File: src/rtl/iplr_pkg.sv
/*
 * iplr_pkg: shared constants and types for the interrupt priority level
 * registers: register indices, implemented-bit masks, field positions,
 * source numbering, bus response codes and the per-source level carrier.
 * Assumes a 32-bit AXI4-Lite register bus and 16-bit registers.
 */
package iplr_pkg;

    // register indices as printed; byte address is four times the index
    localparam int IDX_LOCK = 1;
    localparam int IDX_SERIAL = 2;
    localparam int IDX_ADC_TMR = 3;
    localparam int IDX_PWM = 4;
    localparam int BYTE_SHIFT = 2;

    // register geometry
    localparam int REG_W = 16;
    localparam int FLD_W = 2;
    localparam logic [15:0] REG_RESET = 16'h0000;

    // implemented bits; all others read zero and ignore writes
    localparam logic [15:0] MASK_LOCK = 16'h0003;
    localparam logic [15:0] MASK_SERIAL = 16'hf3ff;
    localparam logic [15:0] MASK_ADC_TMR = 16'hfff0;
    localparam logic [15:0] MASK_PWM = 16'h00ff;

    // field low-bit positions
    localparam int LSB_LOCK = 0;
    localparam int LSB_UART_RX_FULL = 14;
    localparam int LSB_UART_RX_ERROR = 12;
    localparam int LSB_UART_TX_IDLE = 8;
    localparam int LSB_UART_TX_EMPTY = 6;
    localparam int LSB_SYNC_TX_EMPTY = 4;
    localparam int LSB_SYNC_RX_FULL = 2;
    localparam int LSB_PORT_A = 0;
    localparam int LSB_CONV_A_DONE = 14;
    localparam int LSB_TIMER_CH3 = 12;
    localparam int LSB_TIMER_CH2 = 10;
    localparam int LSB_TIMER_CH1 = 8;
    localparam int LSB_TIMER_CH0 = 6;
    localparam int LSB_TWO_WIRE = 4;
    localparam int LSB_PULSE_FAULT = 6;
    localparam int LSB_PULSE_RELOAD = 4;
    localparam int LSB_CONV_ZERO_LIMIT = 2;
    localparam int LSB_CONV_B_DONE = 0;

    // source numbering on the request and level vectors
    localparam int NUM_SRC = 18;
    localparam int SRC_LOCK = 0;
    localparam int SRC_UART_RX_FULL = 1;
    localparam int SRC_UART_RX_ERROR = 2;
    localparam int SRC_UART_TX_IDLE = 3;
    localparam int SRC_UART_TX_EMPTY = 4;
    localparam int SRC_SYNC_TX_EMPTY = 5;
    localparam int SRC_SYNC_RX_FULL = 6;
    localparam int SRC_PORT_A = 7;
    localparam int SRC_CONV_A_DONE = 8;
    localparam int SRC_TIMER_CH3 = 9;
    localparam int SRC_TIMER_CH2 = 10;
    localparam int SRC_TIMER_CH1 = 11;
    localparam int SRC_TIMER_CH0 = 12;
    localparam int SRC_TWO_WIRE = 13;
    localparam int SRC_PULSE_FAULT = 14;
    localparam int SRC_PULSE_RELOAD = 15;
    localparam int SRC_CONV_ZERO_LIMIT = 16;
    localparam int SRC_CONV_B_DONE = 17;

    // field encoding
    localparam logic [1:0] FLD_DISABLED = 2'h0;
    localparam logic [1:0] FLD_STEP = 2'h1;

    // bus response codes
    localparam logic [1:0] RESP_OKAY = 2'h0;
    localparam logic [1:0] RESP_SLVERR = 2'h2;

    // one request as presented to arbitration
    typedef struct packed {
        logic active;
        logic [1:0] level;
    } iplr_req_t;

    // held write data beat
    typedef struct packed {
        logic [31:0] data;
        logic [3:0] strb;
    } iplr_wbeat_t;

endpackage

File: src/rtl/iplr_regs.sv
/*
 * iplr_regs: interrupt priority level registers behind an AXI4-Lite slave.
 * Holds the lock-change field, the serial/port-A register, the
 * converter/timer register and the pulse/converter register, and presents
 * every enabled request with its decoded level to the core arbitration.
 * Assumes a single clock, AXI4-Lite master on the same clock, and raw
 * request levels synchronous to CLK.
 */
// Added by the designer: the AXI4-Lite register port.
// Overview of operation
// - lock-change level is bits 1-0 of the register before; 00 off.
// - uart receive-full level sits in bits 15-14 of serial register.
// - uart receive-error level sits in bits 13-12 of serial register.
// - uart transmit-idle level sits in bits 9-8 of serial register.
// - uart transmit-empty level sits in bits 7-6 of serial register.
// - sync serial transmit-empty level in bits 5-4 of serial register.
// - sync serial receive-full level in bits 3-2 of serial register.
// - port A level sits in bits 1-0 of serial register.
// - converter A done level sits in bits 15-14 of converter register.
// - timer channel 3 level sits in bits 13-12 of converter register.
// - timer channel 2 level sits in bits 11-10 of converter register.
// - timer channel 1 level sits in bits 9-8 of converter register.
// - timer channel 0 level sits in bits 7-6 of converter register.
// - two-wire address match level in bits 5-4 of converter register.
// - pulse fault level sits in bits 7-6 of pulse register.
// - pulse reload level sits in bits 5-4 of pulse register.
// - converter zero/limit level sits in bits 3-2 of pulse register.
// - unimplemented bits read zero and ignore writes.
// - reset clears every field, disabling every request.
`timescale 1ns/1ns
module iplr_regs #(
    parameter int ADDR_W = 8
) (
    input wire logic CLK,
    input wire logic NRST,
    input wire logic [ADDR_W-1:0] S_AXI_AWADDR,
    input wire logic [2:0] S_AXI_AWPROT,
    input wire logic S_AXI_AWVALID,
    output logic S_AXI_AWREADY,
    input wire logic [31:0] S_AXI_WDATA,
    input wire logic [3:0] S_AXI_WSTRB,
    input wire logic S_AXI_WVALID,
    output logic S_AXI_WREADY,
    output logic [1:0] S_AXI_BRESP,
    output logic S_AXI_BVALID,
    input wire logic S_AXI_BREADY,
    input wire logic [ADDR_W-1:0] S_AXI_ARADDR,
    input wire logic [2:0] S_AXI_ARPROT,
    input wire logic S_AXI_ARVALID,
    output logic S_AXI_ARREADY,
    output logic [31:0] S_AXI_RDATA,
    output logic [1:0] S_AXI_RRESP,
    output logic S_AXI_RVALID,
    input wire logic S_AXI_RREADY,
    input wire logic [iplr_pkg::NUM_SRC-1:0] IRQ_IN,
    output iplr_pkg::iplr_req_t [iplr_pkg::NUM_SRC-1:0] IRQ_OUT
);

    // address must reach index 4 plus the byte offset bits
    if (ADDR_W < 5 || ADDR_W > 32) begin : g_addr_w_check
        $error("iplr_regs: ADDR_W must lie in 5..32");
    end

    // reset release
    logic rst_meta_r;
    logic rst_n_r;

    // register contents
    logic [15:0] lock_prio_r;
    logic [15:0] serial_gpio_priority_r;
    logic [15:0] adc_timer_priority_r;
    logic [15:0] pwm_adc_priority_r;

    // write channel state
    logic awready_r;
    logic wready_r;
    logic aw_held_r;
    logic w_held_r;
    logic [ADDR_W-1:0] aw_addr_r;
    iplr_pkg::iplr_wbeat_t w_beat_r;
    logic bvalid_r;
    logic [1:0] bresp_r;

    // read channel state
    logic arready_r;
    logic rvalid_r;
    logic [31:0] rdata_r;
    logic [1:0] rresp_r;

    // arbitration side
    iplr_pkg::iplr_req_t [iplr_pkg::NUM_SRC-1:0] irq_out_r;
    iplr_pkg::iplr_req_t [iplr_pkg::NUM_SRC-1:0] irq_nxt;
    logic [1:0] fld [iplr_pkg::NUM_SRC];

    // handshakes
    logic aw_fire;
    logic w_fire;
    logic b_fire;
    logic ar_fire;
    logic r_fire;
    logic do_write;

    // write decode results
    logic wr_lock;
    logic wr_serial;
    logic wr_adc_tmr;
    logic wr_pwm;
    logic wr_hit;
    logic [15:0] wr_data;
    logic [1:0] wr_strb;

    // register index from a byte address
    function automatic int reg_index(input logic [ADDR_W-1:0] addr);
        return int'(addr >> iplr_pkg::BYTE_SHIFT);
    endfunction

    // merge a 16-bit write into a register under lane strobes and mask
    function automatic logic [15:0] wr_merge(
        input logic [15:0] old,
        input logic [15:0] data,
        input logic [1:0] strb,
        input logic [15:0] mask
    );
        logic [15:0] lane;
        lane = {{8{strb[1]}}, {8{strb[0]}}} & mask;
        return (old & ~lane) | (data & lane);
    endfunction

    // two-flop reset release, asynchronous assert
    always_ff @(posedge CLK or negedge NRST) begin
        if (!NRST) begin
            rst_meta_r <= 1'b0;
            rst_n_r <= 1'b0;
        end else begin
            rst_meta_r <= 1'b1;
            rst_n_r <= rst_meta_r;
        end
    end

    // channel handshakes
    assign aw_fire = S_AXI_AWVALID & awready_r;
    assign w_fire = S_AXI_WVALID & wready_r;
    assign b_fire = bvalid_r & S_AXI_BREADY;
    assign ar_fire = S_AXI_ARVALID & arready_r;
    assign r_fire = rvalid_r & S_AXI_RREADY;
    assign do_write = aw_held_r & w_held_r & ~bvalid_r;

    // write address capture, released once the response is taken
    always_ff @(posedge CLK or negedge rst_n_r) begin
        if (!rst_n_r) begin
            awready_r <= 1'b1;
            aw_held_r <= 1'b0;
            aw_addr_r <= '0;
        end else begin
            if (aw_fire) begin
                awready_r <= 1'b0;
                aw_held_r <= 1'b1;
                aw_addr_r <= S_AXI_AWADDR;
            end else if (do_write) begin
                aw_held_r <= 1'b0;
            end else if (b_fire) begin
                awready_r <= 1'b1;
            end
        end
    end

    // write data capture, in either order with the address
    always_ff @(posedge CLK or negedge rst_n_r) begin
        if (!rst_n_r) begin
            wready_r <= 1'b1;
            w_held_r <= 1'b0;
            w_beat_r <= '0;
        end else begin
            if (w_fire) begin
                wready_r <= 1'b0;
                w_held_r <= 1'b1;
                w_beat_r.data <= S_AXI_WDATA;
                w_beat_r.strb <= S_AXI_WSTRB;
            end else if (do_write) begin
                w_held_r <= 1'b0;
            end else if (b_fire) begin
                wready_r <= 1'b1;
            end
        end
    end

    // write address decode; unmapped index answers with an error
    always_comb begin
        wr_lock = 1'b0;
        wr_serial = 1'b0;
        wr_adc_tmr = 1'b0;
        wr_pwm = 1'b0;
        if (reg_index(aw_addr_r) == iplr_pkg::IDX_LOCK) begin
            wr_lock = 1'b1;
        end else if (reg_index(aw_addr_r) == iplr_pkg::IDX_SERIAL) begin
            wr_serial = 1'b1;
        end else if (reg_index(aw_addr_r) == iplr_pkg::IDX_ADC_TMR) begin
            wr_adc_tmr = 1'b1;
        end else if (reg_index(aw_addr_r) == iplr_pkg::IDX_PWM) begin
            wr_pwm = 1'b1;
        end
    end

    assign wr_hit = wr_lock | wr_serial | wr_adc_tmr | wr_pwm;
    assign wr_data = w_beat_r.data[15:0];
    assign wr_strb = w_beat_r.strb[1:0];

    // write response, one cycle after both beats are held
    always_ff @(posedge CLK or negedge rst_n_r) begin
        if (!rst_n_r) begin
            bvalid_r <= 1'b0;
            bresp_r <= iplr_pkg::RESP_OKAY;
        end else begin
            if (do_write) begin
                bvalid_r <= 1'b1;
                bresp_r <= wr_hit ? iplr_pkg::RESP_OKAY : iplr_pkg::RESP_SLVERR;
            end else if (b_fire) begin
                bvalid_r <= 1'b0;
            end
        end
    end

    always_ff @(posedge CLK or negedge rst_n_r) begin
        if (!rst_n_r) begin
            lock_prio_r <= iplr_pkg::REG_RESET;
            serial_gpio_priority_r <= iplr_pkg::REG_RESET;
            adc_timer_priority_r <= iplr_pkg::REG_RESET;
            pwm_adc_priority_r <= iplr_pkg::REG_RESET;
        end else if (do_write) begin
            if (wr_lock) begin
                lock_prio_r <= wr_merge(lock_prio_r, wr_data, wr_strb, iplr_pkg::MASK_LOCK);
            end
            if (wr_serial) begin
                serial_gpio_priority_r <= wr_merge(serial_gpio_priority_r, wr_data, wr_strb,
                                                   iplr_pkg::MASK_SERIAL);
            end
            if (wr_adc_tmr) begin
                adc_timer_priority_r <= wr_merge(adc_timer_priority_r, wr_data, wr_strb,
                                                 iplr_pkg::MASK_ADC_TMR);
            end
            if (wr_pwm) begin
                pwm_adc_priority_r <= wr_merge(pwm_adc_priority_r, wr_data, wr_strb,
                                               iplr_pkg::MASK_PWM);
            end
        end
    end

    // read: data and response one cycle after the address is taken
    always_ff @(posedge CLK or negedge rst_n_r) begin
        if (!rst_n_r) begin
            arready_r <= 1'b1;
            rvalid_r <= 1'b0;
            rdata_r <= '0;
            rresp_r <= iplr_pkg::RESP_OKAY;
        end else begin
            if (ar_fire) begin
                arready_r <= 1'b0;
                rvalid_r <= 1'b1;
                rresp_r <= iplr_pkg::RESP_OKAY;
                if (reg_index(S_AXI_ARADDR) == iplr_pkg::IDX_LOCK) begin
                    rdata_r <= {16'h0000, lock_prio_r & iplr_pkg::MASK_LOCK};
                end else if (reg_index(S_AXI_ARADDR) == iplr_pkg::IDX_SERIAL) begin
                    rdata_r <= {16'h0000, serial_gpio_priority_r & iplr_pkg::MASK_SERIAL};
                end else if (reg_index(S_AXI_ARADDR) == iplr_pkg::IDX_ADC_TMR) begin
                    rdata_r <= {16'h0000, adc_timer_priority_r & iplr_pkg::MASK_ADC_TMR};
                end else if (reg_index(S_AXI_ARADDR) == iplr_pkg::IDX_PWM) begin
                    rdata_r <= {16'h0000, pwm_adc_priority_r & iplr_pkg::MASK_PWM};
                end else begin
                    rdata_r <= 32'h0000_0000;
                    rresp_r <= iplr_pkg::RESP_SLVERR; // unmapped
                end
            end else if (r_fire) begin
                rvalid_r <= 1'b0;
                arready_r <= 1'b1;
            end
        end
    end

    // field extraction per source
    always_comb begin
        fld[iplr_pkg::SRC_LOCK] = lock_prio_r[iplr_pkg::LSB_LOCK +: iplr_pkg::FLD_W];
        fld[iplr_pkg::SRC_UART_RX_FULL] =
            serial_gpio_priority_r[iplr_pkg::LSB_UART_RX_FULL +: iplr_pkg::FLD_W];
        fld[iplr_pkg::SRC_UART_RX_ERROR] =
            serial_gpio_priority_r[iplr_pkg::LSB_UART_RX_ERROR +: iplr_pkg::FLD_W];
        fld[iplr_pkg::SRC_UART_TX_IDLE] =
            serial_gpio_priority_r[iplr_pkg::LSB_UART_TX_IDLE +: iplr_pkg::FLD_W];
        fld[iplr_pkg::SRC_UART_TX_EMPTY] =
            serial_gpio_priority_r[iplr_pkg::LSB_UART_TX_EMPTY +: iplr_pkg::FLD_W];
        fld[iplr_pkg::SRC_SYNC_TX_EMPTY] =
            serial_gpio_priority_r[iplr_pkg::LSB_SYNC_TX_EMPTY +: iplr_pkg::FLD_W];
        fld[iplr_pkg::SRC_SYNC_RX_FULL] =
            serial_gpio_priority_r[iplr_pkg::LSB_SYNC_RX_FULL +: iplr_pkg::FLD_W];
        fld[iplr_pkg::SRC_PORT_A] = serial_gpio_priority_r[iplr_pkg::LSB_PORT_A +: iplr_pkg::FLD_W];
        fld[iplr_pkg::SRC_CONV_A_DONE] =
            adc_timer_priority_r[iplr_pkg::LSB_CONV_A_DONE +: iplr_pkg::FLD_W];
        fld[iplr_pkg::SRC_TIMER_CH3] = adc_timer_priority_r[iplr_pkg::LSB_TIMER_CH3 +: iplr_pkg::FLD_W];
        fld[iplr_pkg::SRC_TIMER_CH2] = adc_timer_priority_r[iplr_pkg::LSB_TIMER_CH2 +: iplr_pkg::FLD_W];
        fld[iplr_pkg::SRC_TIMER_CH1] = adc_timer_priority_r[iplr_pkg::LSB_TIMER_CH1 +: iplr_pkg::FLD_W];
        fld[iplr_pkg::SRC_TIMER_CH0] = adc_timer_priority_r[iplr_pkg::LSB_TIMER_CH0 +: iplr_pkg::FLD_W];
        fld[iplr_pkg::SRC_TWO_WIRE] = adc_timer_priority_r[iplr_pkg::LSB_TWO_WIRE +: iplr_pkg::FLD_W];
        fld[iplr_pkg::SRC_PULSE_FAULT] =
            pwm_adc_priority_r[iplr_pkg::LSB_PULSE_FAULT +: iplr_pkg::FLD_W];
        fld[iplr_pkg::SRC_PULSE_RELOAD] =
            pwm_adc_priority_r[iplr_pkg::LSB_PULSE_RELOAD +: iplr_pkg::FLD_W];
        fld[iplr_pkg::SRC_CONV_ZERO_LIMIT] =
            pwm_adc_priority_r[iplr_pkg::LSB_CONV_ZERO_LIMIT +: iplr_pkg::FLD_W];
        // converter B done shares the pulse register low bits
        fld[iplr_pkg::SRC_CONV_B_DONE] =
            pwm_adc_priority_r[iplr_pkg::LSB_CONV_B_DONE +: iplr_pkg::FLD_W];
    end

    for (genvar i = 0; i < iplr_pkg::NUM_SRC; i++) begin : g_dec
        iplr_level_decode u_dec (
            .field(fld[i]),
            .req(IRQ_IN[i]),
            .dec(irq_nxt[i])
        );
    end

    // registered view for arbitration
    always_ff @(posedge CLK or negedge rst_n_r) begin
        if (!rst_n_r) begin
            irq_out_r <= '0;
        end else begin
            irq_out_r <= irq_nxt;
        end
    end

    // outputs straight from flops
    assign S_AXI_AWREADY = awready_r;
    assign S_AXI_WREADY = wready_r;
    assign S_AXI_BVALID = bvalid_r;
    assign S_AXI_BRESP = bresp_r;
    assign S_AXI_ARREADY = arready_r;
    assign S_AXI_RVALID = rvalid_r;
    assign S_AXI_RDATA = rdata_r;
    assign S_AXI_RRESP = rresp_r;
    assign IRQ_OUT = irq_out_r;

endmodule // iplr_regs

File: src/rtl/iplr_level_decode.sv
/*
 * iplr_level_decode: turns one 2-bit priority field and its raw request
 * into the enable and level seen by arbitration. Purely combinational;
 * the caller registers the result.
 */
`timescale 1ns/1ns
module iplr_level_decode (
    input wire logic [1:0] field,
    input wire logic req,
    output iplr_pkg::iplr_req_t dec
);

    logic enabled;

    // zero field blocks the request, others map to level field-1
    assign enabled = (field != iplr_pkg::FLD_DISABLED);
    assign dec.active = enabled & req;
    assign dec.level = enabled ? (field - iplr_pkg::FLD_STEP) : iplr_pkg::FLD_DISABLED;

endmodule // iplr_level_decode

File: config.mk
export PLATFORM = sky130hd
export DESIGN_NAME = iplr_regs
export DESIGN_NICKNAME = d
export VERILOG_FILES = /design/src/rtl/iplr_pkg.sv /design/src/rtl/iplr_regs.sv /design/src/rtl/iplr_level_decode.sv
export SDC_FILE = /design/constraint.sdc
export NUM_CORES = 1
export LEC_CHECK = 0
export ABC_AREA = 1
export BUFFER_PORTS_ARGS = -buffer_cell sky130_fd_sc_hd__buf_2
export CAP_MARGIN = 0
export CORE_MARGIN = 4
export CORE_UTILIZATION = 39
export CTS_CLUSTER_DIAMETER = 100
export CTS_CLUSTER_SIZE = 24
export DETAILED_ROUTE_END_ITERATION = 12
export GPL_ROUTABILITY_DRIVEN = 0
export PLACE_DENSITY_LB_ADDON = 0.2
export SLEW_MARGIN = 20
export SYNTH_ARGS = -nofsm -noshare
export SYNTH_HDL_FRONTEND = slang
export SYNTH_SLANG_ARGS = --single-unit
File: constraint.sdc
create_clock -name CLK -period 8.1 [get_ports CLK]
set_input_delay 0.81 -clock CLK [delete_from_list [all_inputs] [get_ports CLK]]
set_output_delay 0.81 -clock CLK [all_outputs]
set_load 0.03 [all_outputs]
== Word level (Yosys, flattened, before mapping) ==
Index checks and enable logic that the tools add are counted.
W data, S select, Z words.

* Register bits: 189
* Output and inout bits: 95

* Add/subtract/negate cells: 18
* Equality and inequality tests: 10
* Mux-type cells: 50
* Bitwise logic cells: 45
* Reduce and logical (&&, ||, !) cells: 30

{| class="wikitable"
|+ Operator list
! operator !! number
|-
| $and A16 B16 Y16 || 6
|-
| $mux W32 || 2
|-
| $or A16 B16 Y16 || 4
|-
| $reduce_bool A2 Y1 || 24
|-
| $mux W2 || 23
|-
| $sub A2 B1 Y2 const B || 18
|-
| $not A16 Y16 || 2
|-
| $and A1 B1 Y1 || 25
|-
| $eq A6 B3 Y1 const B || 4
|-
| $mux W1 || 23
|-
| $and A16 B2 Y16 || 1
|-
| $and A16 B8 Y16 || 1
|-
| $mux W16 || 1
|-
| $not A2 Y16 || 1
|-
| $not A8 Y16 || 1
|-
| $eq A6 B2 Y1 const B || 2
|-
| $eq A6 B4 Y1 const B || 2
|-
| $reduce_and A2 Y1 || 6
|-
| $mux W8 || 1
|-
| $ne A2 B2 Y1 const B || 2
|-
| $or A1 B1 Y1 || 3
|-
| $not A1 Y1 || 1
|}

== Longest topological paths before layout ==
* Depth after elaboration: 7
* Gate-level depth with buffers: 7

== Modules after synthesis ==
Synthesis repeated with hierarchy kept, for this count alone.

* Cells, all modules: 622
* Area total of the unflattened synthesis: 5863.1 um^2

{| class="wikitable"
|+ By module, submodules not included
! module !! instances !! cells each !! area each (um^2)
|-
| iplr_regs || 1 || 496 || 5390.2
|-
| iplr_level_decode || 18 || 7 || 26.3
|}

== Least setup slack after synthesis ==
Ideal clock, no wire load.

* Path kind: input to register
* Start point: input S_AXI_ARADDR[7]
* End point: register rdata_r[4], in the netlist S_AXI_RDATA[4]
* Library setup time: 117 ps
* Arrival: 1504 ps
* Required time: 7983 ps
* Setup slack: 6479 ps
* Cell stages on the path: 7
* Path through: nor2_2 > buf_2 > nand3_2 > nor2_1 > nor2_1 > nand2_1 > nand2_1

* Longest elaborated chain between the ends: 5
* Elaborated cells between the ends (all ways): 8
* Those cells by class: eq/ne: 4; mux: 4

{| class="wikitable"
|+ RTL lines
! element !! line !! source
|-
| start: declaration || iplr_regs.sv:47 || <nowiki>input wire logic [ADDR_W-1:0] S_AXI_ARADDR,</nowiki>
|-
| $eq A6 B4 Y1 || iplr_regs.sv:266 || <nowiki>end else if (reg_index(S_AXI_ARADDR) == iplr_pkg::IDX_PWM) begin</nowiki>
|-
| $mux W8 || iplr_regs.sv:266 ||
|-
| $mux W16 || iplr_regs.sv:264 || <nowiki>end else if (reg_index(S_AXI_ARADDR) == iplr_pkg::IDX_ADC_TMR) begin</nowiki>
|-
| $mux W32 || iplr_regs.sv:262 || <nowiki>end else if (reg_index(S_AXI_ARADDR) == iplr_pkg::IDX_SERIAL) begin</nowiki>
|-
| $mux W32 * || iplr_regs.sv:260 || <nowiki>if (reg_index(S_AXI_ARADDR) == iplr_pkg::IDX_LOCK) begin</nowiki>
|-
| end signal: assignment || iplr_regs.sv:261 || <nowiki>rdata_r <= {16'h0000, lock_prio_r & iplr_pkg::MASK_LOCK};</nowiki>
|-
| end signal: assignment || iplr_regs.sv:263 || <nowiki>rdata_r <= {16'h0000, serial_gpio_priority_r & iplr_pkg::MASK_SERIAL};</nowiki>
|-
| end signal: assignment || iplr_regs.sv:265 || <nowiki>rdata_r <= {16'h0000, adc_timer_priority_r & iplr_pkg::MASK_ADC_TMR};</nowiki>
|-
| end: declaration || iplr_regs.sv:87 || <nowiki>logic [31:0] rdata_r;</nowiki>
|}

Every way passes the cells marked *; elsewhere a longest branch is shown, timed or not.
A chain may end at the register's enable or synchronous reset.

== Worst setup path in the final report ==
* Start point: register awready_r, in the netlist S_AXI_AWREADY
* End point: output S_AXI_AWREADY

{| class="wikitable"
|+ RTL lines
! element !! line !! source
|-
| start: declaration || iplr_regs.sv:75 || <nowiki>logic awready_r;</nowiki>
|-
| start signal: assignment || iplr_regs.sv:151 || <nowiki>awready_r <= 1'b1;</nowiki>
|-
| start signal: assignment || iplr_regs.sv:156 || <nowiki>awready_r <= 1'b0;</nowiki>
|-
| start signal: assignment || iplr_regs.sv:162 || <nowiki>awready_r <= 1'b1;</nowiki>
|-
| end: declaration || iplr_regs.sv:39 || <nowiki>output logic S_AXI_AWREADY,</nowiki>
|}

No word-level cell between the ends.

==> results.py <==
metrics = {
    "logic_synthesis": {
        "syn_area_sq_um": 5710,
        "seq_area_frac_synth": 0.619,
        "synthTopCellsByCount": "dfrtp_1, nand2_1, inv_1",
        "ys_warn_count": 0,
        "synth-edff-count": 0,
        "yosysUniqueCellTypes": 28,
        "synth_seq_cells": 141,
        "syn-instance-count": 571,
        "syn_avg_cell_area_sq_um": 9.99,
        "synth_area_leaders": "dfrtp_1, nand2_1, o21ai_2, inv_1, nor2_1",
        "synth-main-ff-cell": "dfrtp_1",
        "synth_area_leader_cell": "dfrtp_1",
        "synth_top_area_frac": 0.605,
        "yosys.cell_count.top_type": "dfrtp_1",
        "synthArstFlopShare": 1.00,
    },
    "critical_path": {
        "crit_fanout": 3,
        "r2r_slack_ns": 6.22,
        "worst_setup_path_start_kind": "flop",
        "crit_required_ns": 7.29,
        "worst_path_dominant_cell_family": "flip-flops",
        "max_stage_delay_ns": 0.54,
        "endpoint_kind": "output pin",
        "worstPathArrival_ns": 1.14,
        "critical_path_class": "reg -> out",
        "timing.rr.start": "S_AXI_ARREADY",
        "cp_cell_sequence": "buf_2",
        "critPathSlowestCell": "dfstp_2",
        "reg2reg_depth": 6,
        "rr_endpoint": "S_AXI_RDATA[7]",
        "path_buf_inv": 1,
    },
    "cts": {
        "cts_tree": "yes",
        "cts_resized": 0,
        "cts.sinks": 141,
        "clk_path_buf_depth": 2,
        "clk_pin_slew_ns": 0.06,
        "cts_buffers": 17,
        "cts_setup_buffers": 0,
        "clock-root-buffer": "clkbuf_16",
        "ctsHoldBuffers": 0,
        "cts.htree.levels": 4,
        "clk_latency_ns": 0.41,
    },
    "sta": {
        "whs_ns": 0.170,
        "max_freq_mhz": 512,
        "setup_viol": 0,
        "worst_pin_slew_ns": 0.692,
        "tns_ns": 0,
        "fin_worst_skew_ns": 0.00794,
        "rsz0062_at_grt": "no",
        "fin_crit_ns": 1.95,
        "finalCritPeriodShare": 0.241,
        "maxSlewHeadroom": 0.537,
        "finalHoldViolCount": 0,
        "slew_viol_final": 0,
    },
    "global_route": {
        "antenna_found_initial": 2,
        "grt_pass1_wl_um": 19800,
        "track_usage": 0.155,
        "grt_overflow": 0,
        "grt_pass1_vias": 3888,
        "grt_max_degree": 87,
    },
    "run_status": {
        "status": "finished clean",
    },
    "die": {
        "die_area_sq_um": 16600,
        "core_area_sq_um": 14100,
        "die_y_um": 129,
        "rows": 43,
        "initial_core_util": 0.405,
        "pin_count": 178,
        "fp.dieW_um": 129,
    },
    "final_layout": {
        "area_delta_synth_final_pct": 23.9,
        "final_util": 0.502,
        "drive_gt1_frac": 0.312,
        "layout.nets": 794,
    },
    "power": {
        "internal_power_uw": 1480,
        "p_seq_frac": 0.436,
        "p_switching_uw": 695,
        "total_power_uw": 2180,
        "p_comb_frac": 0.211,
        "p_leak_uw": 0.00401,
        "pwr-share-clk": 0.353,
        "p_sw_frac": 0.319,
        "power.density_nw_per_um2": 308,
        "ir_worst_vdd_mv": 0.190,
    },
    "placement": {
        "hpwl_um": 9110,
        "numPortBuffers": 131,
    },
    "route": {
        "drc": 0,
        "vias": 4069,
        "detail_route.vias_per_cell": 4.50,
        "ant_nets": 0,
        "drt_pre_antenna_iters": 4,
        "wl_per_cell_um": 13.7,
        "first_iter_violations": 184,
        "drt-total-wl_um": 12400,
    },
    "job": {
        "drv_cap": 0,
    },
    "worst_hold_path": {
        "hold_class": "in -> async",
    },
}
-- layer usage --
layer  up-vias  wire, um  GRT usage
met5         -        12          0
met4         2       126     0.0611
met3        11       734     0.0535
met2       106      5840      0.232
met1      1908      5680      0.207
li1       2042         -          -
-- stage by stage --
step                worst slack (ns)  instance area (sq um)  std cells
floorplan                       3.89                   5770        588
global placement                5.77                   6460        871
detailed placement              5.74                   6460        871
CTS                             6.12                   7040        903
global route                    5.97                   7070        905
finish                          6.15                   7070        905
-- logic make-up after synthesis --
kind of cell           count (synthesis)  synth area share
buffers and inverters                103            0.0855
other                                  2           0.00132
AO/OA/AOI/OAI                         92             0.108
multiplexers                           2           0.00395
flip-flops                           141             0.619
AND/OR/NAND/NOR                      231             0.182
-- power groups by stage --
stage	clock (uW)	combinational, uW	sequential, uW
CTS	788	460	956
global route	818	514	969
detailed placement	0	460	967
finish	768	459	949
global placement	0	449	961
floorplan	0	252	1040
-- worst max path at each step --
stage / end / startpoint / cells past startpoint
global route: S_AXI_RDATA[7] / S_AXI_ARREADY / 6
detailed placement: S_AXI_RDATA[7] / S_AXI_ARVALID / 7
global placement: S_AXI_RDATA[7] / S_AXI_ARVALID / 7
floorplan: IRQ_OUT[0] / rst_n_r / 0
finish: S_AXI_AWREADY / S_AXI_AWREADY / 1
CTS: S_AXI_AWREADY / S_AXI_AWREADY / 1
-- cell usage in the layout, fill, tap and decap left out, drive strengths merged, types with 3 or more instances in the layout --
cell,n
nand3,18
a21oi,22
clkinv,5
nand2,136
clkbuf,24
bufinv,3
buf,134
o21a,18
inv,73
dfstp,3
conb,19
dfrtp,138
o21ai,52
nor2,65
nand4,8
-- cell type report --
| type | count | area (sq um) |
|---|---|---|
| Multi-Input combinational cell | 344 | 1750 |
| Clock inverter | 8 | 115 |
| Clock buffer | 24 | 472 |
| Sequential cell | 141 | 3540 |
| Tap cell | 180 | 225 |
| Timing Repair Buffer | 134 | 698 |
| Antenna cell | 1 | 2.50 |
| Inverter | 73 | 274 |
| Fill cell | 1320 | 7020 |
Note: power is estimated with default switching activity, not from simulation.
